### src/lecs_map.svh
// How it works
// - In mono emulation the display switches among text, half and full graphics from the two mode-control registers.
// - Mono text operation takes the row offset from the regular offset register.
// - Mono graphics operation takes the row offset from the alternate plus auxiliary offset registers.
// - Mono graphics operation takes horizontal timing from the alternate horizontal register set.
// - With emulation on and extensions off, host address bits 1 and 2 are ignored for timing controller access.
// - The timing controller block decodes at 3B0h-3B7h for mono or 3D0h-3D7h for colour addressing.
// - A trap is raised only for conditions whose enable bit is set in the trap enable register.
// - Traps come only from host I/O writes, never from reads or memory cycles.
// - In emulation the display address counter is captured at frame end just before it resets.
// - Reads of timing controller index 10h and 11h return the captured frame-end address.
// - Mono graphics ends active display two lines before the programmed vertical display end.
// - A write to a protected register completes normally but leaves the contents unchanged.
`ifndef LECS_MAP_SVH
`define LECS_MAP_SVH

// ========================================
// I/O addresses.
`define LECS_MONO_BASE      10'h03B0
`define LECS_COLOR_BASE     10'h03D0
`define LECS_MONO_MODE_ADR  10'h03B8
`define LECS_MONO_CFG_ADR   10'h03BF
`define LECS_COLOR_MODE_ADR 10'h03D8

// ========================================
// Timing controller indices.
`define LECS_IX_HTOTAL   8'h00
`define LECS_IX_HDEND    8'h01
`define LECS_IX_VDEND    8'h12
`define LECS_IX_OFFSET   8'h13
`define LECS_IX_FEA_HI   8'h10
`define LECS_IX_FEA_LO   8'h11
`define LECS_IX_ALT_HT   8'h20
`define LECS_IX_ALT_HDE  8'h21
`define LECS_IX_ALT_OFS  8'h22
`define LECS_IX_AUX_OFS  8'h23
`define LECS_IX_TRAP_EN  8'h24
`define LECS_IX_WPROT    8'h25

// ========================================
// Field positions.
`define LECS_MODE_GFX_BIT  1
`define LECS_CFG_HALF_BIT  0
`define LECS_CFG_FULL_BIT  1
`define LECS_WP_REG_BIT    0
`define LECS_WP_ALT_BIT    1
`define LECS_TRAP_MONO_BIT 0
`define LECS_TRAP_COL_BIT  1
`define LECS_TRAP_CRT_BIT  2

// ========================================
// Reset values and timing.
`define LECS_RST_BYTE    8'h00
`define LECS_GFX_VTRIM   11'h002

`endif

### src/lecs_pkg.sv
package lecs_pkg;
	typedef enum logic [1:0] {
		LECS_TEXT,
		LECS_HALF_GFX,
		LECS_FULL_GFX
	} lecs_disp_t;

	typedef struct packed {
		logic       wr;
		logic       rd;
		logic [9:0] adr;
		logic [7:0] dat;
	} lecs_io_t;

	typedef struct packed {
		logic [7:0]  htotal;
		logic [7:0]  hdend;
		logic [10:0] vdend;
		logic [15:0] offset;
	} lecs_geom_t;
endpackage

### src/lecs_byte_reg.sv
`timescale 1ns/10ps
`include "lecs_map.svh"

// Byte register with select and protect gating.
module lecs_byte_reg (
	input  wire logic       core_clk,
	input  wire logic       sys_rst,
	input  wire logic       wr_en,
	input  wire logic       locked,
	input  wire logic [7:0] wr_dat,
	output logic      [7:0] val
);
	logic [7:0] val_q;
	logic [7:0] val_d;

	// A locked write is swallowed: the bus still finishes.
	always_comb begin
		val_d = val_q;
		if (wr_en && !locked) begin
			val_d = wr_dat;
		end
	end

	always_ff @(posedge core_clk or posedge sys_rst) begin
		if (sys_rst) begin
			val_q <= `LECS_RST_BYTE;
		end else begin
			val_q <= val_d;
		end
	end

	assign val = val_q;
endmodule

### src/lecs_mode_sel.sv
`timescale 1ns/10ps
`include "lecs_map.svh"

// Chooses display kind and the active geometry set.
module lecs_mode_sel (
	input  wire logic                 mono_emul,
	input  wire logic [7:0]           mode_reg,
	input  wire logic [7:0]           cfg_reg,
	input  wire lecs_pkg::lecs_geom_t reg_set,
	input  wire lecs_pkg::lecs_geom_t alt_set,
	output lecs_pkg::lecs_disp_t      disp,
	output lecs_pkg::lecs_geom_t      geom
);
	logic gfx;

	// Graphics needs both the mode bit and a config permission.
	always_comb begin
		gfx  = mono_emul && mode_reg[`LECS_MODE_GFX_BIT]
		       && (cfg_reg[`LECS_CFG_HALF_BIT]
		       || cfg_reg[`LECS_CFG_FULL_BIT]);
		disp = lecs_pkg::LECS_TEXT;
		if (gfx) begin
			disp = cfg_reg[`LECS_CFG_FULL_BIT] ? lecs_pkg::LECS_FULL_GFX
			       : lecs_pkg::LECS_HALF_GFX;
		end
		geom = reg_set;
		if (gfx) begin
			geom.htotal = alt_set.htotal;
			geom.hdend  = alt_set.hdend;
			geom.offset = alt_set.offset;
			geom.vdend  = reg_set.vdend - `LECS_GFX_VTRIM;
		end
	end
endmodule

### src/lecs_top.sv
`timescale 1ns/10ps
`include "lecs_map.svh"

// Emulation front end: I/O decode, register sets, traps, frame capture.
module lecs_top (
	input  wire logic        core_clk,
	input  wire logic        sys_rst,
	input  wire logic        io_wr_n,
	input  wire logic        io_rd_n,
	input  wire logic        mem_cyc,
	input  wire logic [9:0]  io_adr,
	input  wire logic [7:0]  io_wdat,
	input  wire logic        emul_en,
	input  wire logic        mono_emul,
	input  wire logic        ext_en,
	input  wire logic        frame_end,
	input  wire logic [15:0] disp_addr,
	output logic      [7:0]  io_rdat,
	output logic             io_rdat_oe,
	output logic             trap_n,
	output lecs_pkg::lecs_disp_t disp_mode,
	output lecs_pkg::lecs_geom_t geom
);
	// ========================================
	// Pin synchronisers and registered state.
	typedef struct packed {
		logic [1:0] wr_n;
		logic [1:0] rd_n;
		logic       wr_n_old;
		logic       rd_n_old;
		logic [7:0] index;
		logic [15:0] fea;
		logic [7:0] rdat;
		logic       rdat_oe;
		logic       trap;
		logic [9:0] adr_m;
		logic [9:0] adr_s;
		logic [7:0] wdat_m;
		logic [7:0] wdat_s;
		logic       mem_m;
		logic       mem_s;
	} lecs_state_t;

	lecs_state_t s_q;
	lecs_state_t s_d;

	logic        wr_pulse;
	logic        rd_pulse;
	logic        rd_act;
	logic        mono_hit;
	logic        col_hit;
	logic        crt_hit;
	logic [2:0]  crt_off;
	logic        idx_wr;
	logic        dat_wr;
	logic [7:0]  wr_sel;
	logic [7:0]  v_htot;
	logic [7:0]  v_hde;
	logic [7:0]  v_vde;
	logic [7:0]  v_ofs;
	logic [7:0]  v_aht;
	logic [7:0]  v_ahde;
	logic [7:0]  v_aofs;
	logic [7:0]  v_auxo;
	logic [7:0]  v_trap;
	logic [7:0]  v_wp;
	logic [7:0]  v_mode;
	logic [7:0]  v_cfg;
	logic        trap_hit;
	lecs_pkg::lecs_geom_t reg_set;
	lecs_pkg::lecs_geom_t alt_set;
	logic [9:0]  adr;
	logic [7:0]  wdat;
	logic        mem;

	// Block bases as vectors so the compare takes just the upper bits.
	localparam logic [9:0] mono_base  = `LECS_MONO_BASE;
	localparam logic [9:0] color_base = `LECS_COLOR_BASE;

	// ========================================
	// Address decode.
	// Mono or colour block, with aliasing when extensions are hidden.
	always_comb begin
		mono_hit = adr[9:3] == mono_base[9:3];
		col_hit  = adr[9:3] == color_base[9:3];
		crt_hit  = mono_emul ? mono_hit : col_hit;
		crt_off  = adr[2:0];
		if (emul_en && !ext_en) begin
			crt_off[2:1] = 2'b10;
		end
	end

	// Address, data and cycle kind come from the second sync stage, so
	// they are exactly as old as the strobe that qualifies them.
	assign adr  = s_q.adr_s;
	assign wdat = s_q.wdat_s;
	assign mem  = s_q.mem_s;

	// Only the settled falling edge of the write strobe counts.
	assign wr_pulse = !s_q.wr_n[1] && s_q.wr_n_old;
	assign rd_pulse = !s_q.rd_n[1] && s_q.rd_n_old;
	assign rd_act   = !s_q.rd_n[1];
	assign idx_wr   = wr_pulse && crt_hit && crt_off == 3'd4;
	assign dat_wr   = wr_pulse && crt_hit && crt_off == 3'd5;

	// ========================================
	// Register file.
	// One-hot write select per stored index.
	always_comb begin
		wr_sel    = 8'h00;
		wr_sel[0] = dat_wr && s_q.index == `LECS_IX_HTOTAL;
		wr_sel[1] = dat_wr && s_q.index == `LECS_IX_HDEND;
		wr_sel[2] = dat_wr && s_q.index == `LECS_IX_VDEND;
		wr_sel[3] = dat_wr && s_q.index == `LECS_IX_OFFSET;
		wr_sel[4] = dat_wr && s_q.index == `LECS_IX_ALT_HT;
		wr_sel[5] = dat_wr && s_q.index == `LECS_IX_ALT_HDE;
		wr_sel[6] = dat_wr && s_q.index == `LECS_IX_ALT_OFS;
		wr_sel[7] = dat_wr && s_q.index == `LECS_IX_AUX_OFS;
	end

	lecs_byte_reg u_htot (.core_clk(core_clk), .sys_rst(sys_rst),
		.wr_en(wr_sel[0]), .locked(v_wp[`LECS_WP_REG_BIT]),
		.wr_dat(wdat), .val(v_htot));
	lecs_byte_reg u_hde (.core_clk(core_clk), .sys_rst(sys_rst),
		.wr_en(wr_sel[1]), .locked(v_wp[`LECS_WP_REG_BIT]),
		.wr_dat(wdat), .val(v_hde));
	lecs_byte_reg u_vde (.core_clk(core_clk), .sys_rst(sys_rst),
		.wr_en(wr_sel[2]), .locked(v_wp[`LECS_WP_REG_BIT]),
		.wr_dat(wdat), .val(v_vde));
	lecs_byte_reg u_ofs (.core_clk(core_clk), .sys_rst(sys_rst),
		.wr_en(wr_sel[3]), .locked(v_wp[`LECS_WP_REG_BIT]),
		.wr_dat(wdat), .val(v_ofs));
	lecs_byte_reg u_aht (.core_clk(core_clk), .sys_rst(sys_rst),
		.wr_en(wr_sel[4]), .locked(v_wp[`LECS_WP_ALT_BIT]),
		.wr_dat(wdat), .val(v_aht));
	lecs_byte_reg u_ahde (.core_clk(core_clk), .sys_rst(sys_rst),
		.wr_en(wr_sel[5]), .locked(v_wp[`LECS_WP_ALT_BIT]),
		.wr_dat(wdat), .val(v_ahde));
	lecs_byte_reg u_aofs (.core_clk(core_clk), .sys_rst(sys_rst),
		.wr_en(wr_sel[6]), .locked(v_wp[`LECS_WP_ALT_BIT]),
		.wr_dat(wdat), .val(v_aofs));
	lecs_byte_reg u_auxo (.core_clk(core_clk), .sys_rst(sys_rst),
		.wr_en(wr_sel[7]), .locked(v_wp[`LECS_WP_ALT_BIT]),
		.wr_dat(wdat), .val(v_auxo));

	// Trap enables and protect bits are never locked themselves.
	lecs_byte_reg u_trap (.core_clk(core_clk), .sys_rst(sys_rst),
		.wr_en(dat_wr && s_q.index == `LECS_IX_TRAP_EN), .locked(1'b0),
		.wr_dat(wdat), .val(v_trap));
	lecs_byte_reg u_wp (.core_clk(core_clk), .sys_rst(sys_rst),
		.wr_en(dat_wr && s_q.index == `LECS_IX_WPROT), .locked(1'b0),
		.wr_dat(wdat), .val(v_wp));
	lecs_byte_reg u_mode (.core_clk(core_clk), .sys_rst(sys_rst),
		.wr_en(wr_pulse && adr == `LECS_MONO_MODE_ADR),
		.locked(1'b0), .wr_dat(wdat), .val(v_mode));
	lecs_byte_reg u_cfg (.core_clk(core_clk), .sys_rst(sys_rst),
		.wr_en(wr_pulse && adr == `LECS_MONO_CFG_ADR),
		.locked(1'b0), .wr_dat(wdat), .val(v_cfg));

	// ========================================
	// Geometry selection.
	always_comb begin
		reg_set.htotal = v_htot;
		reg_set.hdend  = v_hde;
		reg_set.vdend  = {1'b0, v_vde, 2'b00};
		reg_set.offset = {8'h00, v_ofs};
		alt_set.htotal = v_aht;
		alt_set.hdend  = v_ahde;
		alt_set.vdend  = reg_set.vdend;
		alt_set.offset = {v_auxo, v_aofs};
	end

	lecs_mode_sel u_sel (
		.mono_emul(mono_emul),
		.mode_reg (v_mode),
		.cfg_reg  (v_cfg),
		.reg_set  (reg_set),
		.alt_set  (alt_set),
		.disp     (disp_mode),
		.geom     (geom)
	);

	// ========================================
	// Traps.
	// Reads and memory cycles can never trap. The colour mode port lies
	// just above the colour block, so it is matched on its own address.
	always_comb begin
		trap_hit = wr_pulse && !mem && (
		           (v_trap[`LECS_TRAP_MONO_BIT] && mono_hit) ||
		           (v_trap[`LECS_TRAP_COL_BIT] && col_hit) ||
		           (v_trap[`LECS_TRAP_CRT_BIT] &&
		            adr == `LECS_COLOR_MODE_ADR));
	end

	// ========================================
	// State update.
	always_comb begin
		s_d          = s_q;
		s_d.wr_n     = {s_q.wr_n[0], io_wr_n};
		s_d.rd_n     = {s_q.rd_n[0], io_rd_n};
		s_d.wr_n_old = s_q.wr_n[1];
		s_d.rd_n_old = s_q.rd_n[1];
		s_d.adr_m    = io_adr;
		s_d.adr_s    = s_q.adr_m;
		s_d.wdat_m   = io_wdat;
		s_d.wdat_s   = s_q.wdat_m;
		s_d.mem_m    = mem_cyc;
		s_d.mem_s    = s_q.mem_m;
		s_d.trap     = trap_hit;
		if (idx_wr) begin
			s_d.index = wdat;
		end
		// Capture on the frame-end strobe, before the counter clears.
		if (frame_end && emul_en) begin
			s_d.fea = disp_addr;
		end
		s_d.rdat_oe = rd_act && crt_hit;
		if (rd_pulse && crt_hit && crt_off == 3'd5) begin
			s_d.rdat = 8'h00;
			if (s_q.index == `LECS_IX_FEA_HI) begin
				s_d.rdat = s_q.fea[15:8];
			end else if (s_q.index == `LECS_IX_FEA_LO) begin
				s_d.rdat = s_q.fea[7:0];
			end
		end
	end

	always_ff @(posedge core_clk or posedge sys_rst) begin
		if (sys_rst) begin
			s_q <= '{wr_n: 2'b11, rd_n: 2'b11, wr_n_old: 1'b1,
			         rd_n_old: 1'b1, default: '0};
		end else begin
			s_q <= s_d;
		end
	end

	assign io_rdat    = s_q.rdat;
	assign io_rdat_oe = s_q.rdat_oe;
	assign trap_n     = !s_q.trap;
endmodule

### config.mk
export PLATFORM = sky130hd
export DESIGN_NAME = lecs_top
export DESIGN_NICKNAME = d
export VERILOG_FILES = /design/src/lecs_pkg.sv /design/src/lecs_byte_reg.sv /design/src/lecs_mode_sel.sv /design/src/lecs_top.sv
export VERILOG_INCLUDE_DIRS = /design/src /design/src/src
export SDC_FILE = /design/constraint.sdc
export NUM_CORES = 1
export LEC_CHECK = 0
export ABC_AREA = 1
export BUFFER_PORTS_ARGS = -buffer_cell sky130_fd_sc_hd__buf_2
export CORE_MARGIN = 2
export CORE_UTILIZATION = 40
export DETAILED_ROUTE_END_ITERATION = 16
export MAX_ROUTING_LAYER = met4
export PLACE_DENSITY = 0.7
export SLEW_MARGIN = 20
export SYNTH_ARGS = -nofsm -noshare
export SYNTH_HDL_FRONTEND = slang
export SYNTH_SLANG_ARGS = --single-unit
### constraint.sdc
create_clock -name core_clk -period 6.75 [get_ports core_clk]
set_input_delay 1.35 -clock core_clk [delete_from_list [all_inputs] [get_ports core_clk]]
set_output_delay 1.35 -clock core_clk [all_outputs]
set_load 0.1 [all_outputs]
# After elaboration in Yosys (flattened, before gate mapping)
# Index checks and enable logic that the tools add are counted.
# classes
eq_ne	18
shift	0
n_mux	7
div_mod_pow	0
mul	0
n_reduce_logical	48
order_cmp	0
add_sub_neg	1
n_bitwise	0
# op_table
op	count
8-bit by 6-bit == test with 1-bit output (second input constant)	6
43-bit two-way mux	1
1-bit logical AND	37
8-bit by 5-bit == test with 1-bit output (second input constant)	4
10-bit == test (second input constant)	3
8-bit two-way mux	2
7-bit == test (second input constant)	2
10-bit by 2-bit subtractor with 11-bit output (second input constant)	1
8-bit by 1-bit == test with 1-bit output (second input constant)	1
8-bit zero test	1
1-bit zero test	7
3-bit == test (second input constant)	2
2-bit two-way mux	3
1-bit logical OR	3
1-bit two-way mux	1
# word_totals
mem_bits_ro	0
in_bits	43
mem_count	0
ramBits	0
wordCells	101
register_bits	151
latch_bits	0

# Logic depth before layout (Yosys ltp)
# logic_depth
depth_word	7
depth_mapped	9
depth_no_buf	9

# Cells and area by module
# Synthesis repeated with hierarchy kept, for this count alone.
# hier_totals
cells_unflattened	870
area_unflattened_um2	7815.0
# by_module_without_submodules
mod	area_per_inst_um2	cells_per_inst	instances
lecs_byte_reg	330.3	36	12
lecs_top	3090.5	271	1
lecs_mode_sel	760.7	167	1

# Worst setup path after synthesis
# Ideal clock, no wire load.
# synth_timing
path_kind	input to output
from	input port mono_emul
to	output port geom[26] (netlist bit)
setup_slack_ps	1453
arrival_time_ps	3947
path_buffers	0
path_stages	6
required_time_ps	5400
path_cell_list	nand2_1 > nor2_1 > nand4_1 > nor2_1 > nand2_1 > nor3_1
# synth_rtl
item	line	text
start: declaration	lecs_top.sv:14	input wire logic mono_emul,
end: declaration	lecs_top.sv:22	output lecs_pkg::lecs_geom_t geom

==> reports/metrics.csv <==
stage,metric,value,unit
status,status,"complete, no violations",
global_routing,vias in the first global route,4463,
worst_setup_path,critical-path cell with the highest stage delay,sky130_fd_sc_hd__buf_2,
floorplanning,area of the core,15300,um2
worst_setup_path,launching point of the worst reg2reg path,s_q[73],
sta,Final TNS setup,0,ps
power_and_ir_drop,PwrDens,270,nW/um2
worst_hold_path,WHS Path Cells,0,
sta,setup violators final,0,
route,detailed-route vias per instance,4.58,
placement,estimated wirelength of the detail-placed design,8830,um
worst_setup_path,largest fanout on the critical path,31,
yosys,"Seq/Total Area, Yosys",59.7,%
yosys,Yosys warning count,0,
worst_setup_path,CP Cell Sequence,buf_2 -> nand2_1 -> nor2_2 -> buf_4 -> clkinv_1 -> buf_4 -> o21ai_0 -> buf_2,
worst_setup_path,Worst Reg2Reg Path Length in Cells,4,
yosys,synthesized netlist net count,765,
yosys,main area contributors after synthesis,"sky130_fd_sc_hd__dfrtp_1 57%, sky130_fd_sc_hd__nand2_1 20%, sky130_fd_sc_hd__inv_1 3.8%",
clocking,Clock Tree Buf Depth,2,
placement,Final Wtd Congestion,0.819,
yosys,post-synth design cell area,6300,um2
sta,worst slew margin relative to its limit,26.2,%
worst_setup_path,Reg2Reg Capture Point,s_q[67],
final_layout,number of antenna repair diodes,0,
floorplanning,Std-Cell Rows,45,
sta,number of hold violations in the final report,0,
final_layout,fill count,1469,
worst_hold_path,hold crit path type,reg -> reg,
sta,Layout Skew,5.85,ps
worst_setup_path,Worst Setup End Kind,output port,
yosys,Async SR Flop Fraction,100,%
final_layout,Final Util,49.3,%
route,via total after detailed routing,4728,
sta,setup repair after global routing missed its margin,no,
final_layout,layout-stage area growth over the synthesis result,19.7,%
final_layout,nets,853,
global_routing,total global-route track usage,17.9,%
worst_hold_path,HP Start,s_d[25],
clocking,hold_buf cts,0,
yosys,number of flip-flops and latches in the synthesized netlist,150,
placement,PortBufs,96,
worst_setup_path,required time worst endpoint,5400,ps
floorplanning,starting utilization of the core area,41.2,%
clocking,clock tree from TritonCTS,done,
worst_setup_path,Critical Path Max Stage Delay,440,ps
yosys,most used flip-flop cell after synthesis,sky130_fd_sc_hd__dfrtp_1,
sta,maximum achievable frequency,222,MHz
power_and_ir_drop,Worst IR Drop VDD,0.000209,V
yosys,Syn Area/Cell,8.74,um2
sta,total count of max-transition violations in the final report,0,
yosys,proportion of netlist area held by the largest area contributor,57.2,%
worst_hold_path,hold path endpoint,adr[7],
worst_setup_path,setup slack on the worst flop-to-flop path,4250,ps
floorplanning,area enclosed by the die boundary,16800,um2
route,routed wire length per instance,13.1,um
global_routing,wire length of the first global-routing pass,22300,um
route,First DRT Iteration DRCs,396,
clocking,number of sinks handled by clock tree synthesis,150,
yosys,most used standard cell by instance count after synthesis,sky130_fd_sc_hd__nand2_1,
floorplanning,Vert. Die Dim,130,um
worst_setup_path,buffering stage count on the worst path with inverters included,5,
clocking,number of gates resized after CTS,0,
route,Remaining DRCs,0,
worst_setup_path,type of the setup path with the least slack,in -> out,
global_routing,GR Overflow Total,0,
yosys,cell count after synthesis,721,
clocking,CTS Root Buffer Type,sky130_fd_sc_hd__clkbuf_16,
clocking,TritonCTS buffer count,17,
worst_setup_path,cell family with the largest share of critical-path delay,buffers and inverters,
final_layout,Register Area,3760,um2
yosys,Synth cell types,27,
final_layout,ratio of cells with drive above 1 in the final layout,20.4,%
yosys,number of enable-type register cells in the synthesized netlist,0,
run,number of maximum-capacitance violations,0,
global_routing,antenna violations before repair,0,
sta,post-route fraction of the period consumed by the critical path,66.8,%
sta,final critical path time including I/O delays and setup,4510,ps
route,ANT nets after route,0,
final_layout,total area of multi-input combinational cells,2130,um2
power_and_ir_drop,leakage power,4.01,nW
yosys,leading area contributor after synthesis,sky130_fd_sc_hd__dfrtp_1,
sta,actual transition at the worst max-transition pin,1100,ps
global_routing,pin count of the biggest net entering global routing,93,
floorplanning,Die Width,130,um
route,Detailed Route WL,13500,um
floorplanning,number of primary I/O pins,98,
clocking,postcts setup bufs,0,
worst_setup_path,critical path arrival,3160,ps
clocking,clock-pin slew of the registers on the worst-case setup and hold paths,60,ps
worst_setup_path,sort of element at the start of the critical path,primary input,
yosys,most instantiated cells after synthesis,"341 x sky130_fd_sc_hd__nand2_1, 144 x sky130_fd_sc_hd__dfrtp_1, 64 x sky130_fd_sc_hd__inv_1, 38 x sky130_fd_sc_hd__nor2_1, 20 x sky130_fd_sc_hd__o21ai_0",
route,number of search-and-repair iterations in the first detailed-routing pass,6,
clocking,H-tree Lvls,4,
clocking,Worst-Skew Late Latency,420,ps
[flip-flops by register name (all words and copies together) (netlist names)]
register    flops
adr            10
io_rdat         8
io_rdat_oe      1
mem             1
s_d            23
s_q            27
u_ahde.val      8
u_aht.val       8
u_aofs.val      8
u_auxo.val      8
u_cfg.val       2
u_hde.val       8
u_htot.val      8
u_mode.val      1
u_ofs.val       8
u_trap.val      3
u_vde.val       8
u_wp.val        2
wdat            8
[power by group]
part	leakage [nW]	internal (mW)	switching [mW]	total, mW
Clock	0.308	0.632	0.379	1.01
Sequential	1.95	0.930	0.0226	0.952
Combinational	1.75	0.0255	0.0454	0.0709
Total	4.01	1.59	0.447	2.03
[cells by family after synthesis]
logic type      after synthesis  share of synthesized area [%]
other cells                   1                         0.0595
simple gates                428                           27.8
flops                       150                           59.7
compound gates               23                           1.93
xor+xnor                      6                          0.834
buf+inv                      96                           6.63
mux                          16                           2.86
fa+ha+maj                     1                          0.198
[layout make-up]
cell class              count  area share [%]
clock buffers              18            5.82
clock inverters            14            2.62
inverters                  66            3.35
multi-input cells         475            28.2
flip-flops and latches    150            49.9
well taps                 211            3.50
repair buffers             99            6.67
[worst max-delay path by stage]
stage          slack [ps]  startpoint        to  cells after the start
4_1_cts              2220   mono_emul  geom[19]                      8
6_report             2240   mono_emul  geom[19]                      8
2_1_floorplan        1370     sys_rst    adr[0]                      1
3_5_place_dp         2220   mono_emul  geom[19]                      8
5_1_grt              2090   mono_emul  geom[19]                      8
3_3_place_gp         2260   mono_emul  geom[19]                      8
[cell usage in the layout, fill, tap and decap left out, types with 4 or more instances in the layout]
master,instances
sky130_fd_sc_hd__dfstp_2,6
sky130_fd_sc_hd__dfrtp_1,144
sky130_fd_sc_hd__bufinv_16,4
sky130_fd_sc_hd__nor2_4,8
sky130_fd_sc_hd__clkbuf_16,17
sky130_fd_sc_hd__inv_1,63
sky130_fd_sc_hd__nor3_1,6
sky130_fd_sc_hd__nor2_1,37
sky130_fd_sc_hd__mux2_2,16
sky130_fd_sc_hd__o21ai_0,20
sky130_fd_sc_hd__inv_6,5
sky130_fd_sc_hd__nand4_1,15
sky130_fd_sc_hd__nand2_1,341
sky130_fd_sc_hd__buf_2,96
sky130_fd_sc_hd__nand3_1,16
[layer usage]
layer | wire length (um) | up-vias | global-route usage (%)
met5 | 0 | - | -
met4 | 208 | 0 | 5.69
met3 | 761 | 17 | 5.24
met2 | 6160 | 154 | 26.3
met1 | 6380 | 2175 | 24.1
li1 | - | 2382 | -
[stage by stage]
step	setup WS [ps]	cell area [um2]	hold slack (ps)	std cells	total power [mW]
CTS	2220	7540	348	1033	2.06
detailed placement	2220	6910	335	1001	1.04
finish	2240	7540	346	1033	2.03
global placement	2260	6910	332	1001	1.04
global route	2090	7540	351	1033	2.11
floorplan	1370	6300	331	721	1.01
Power figures use the tool's default switching activity.
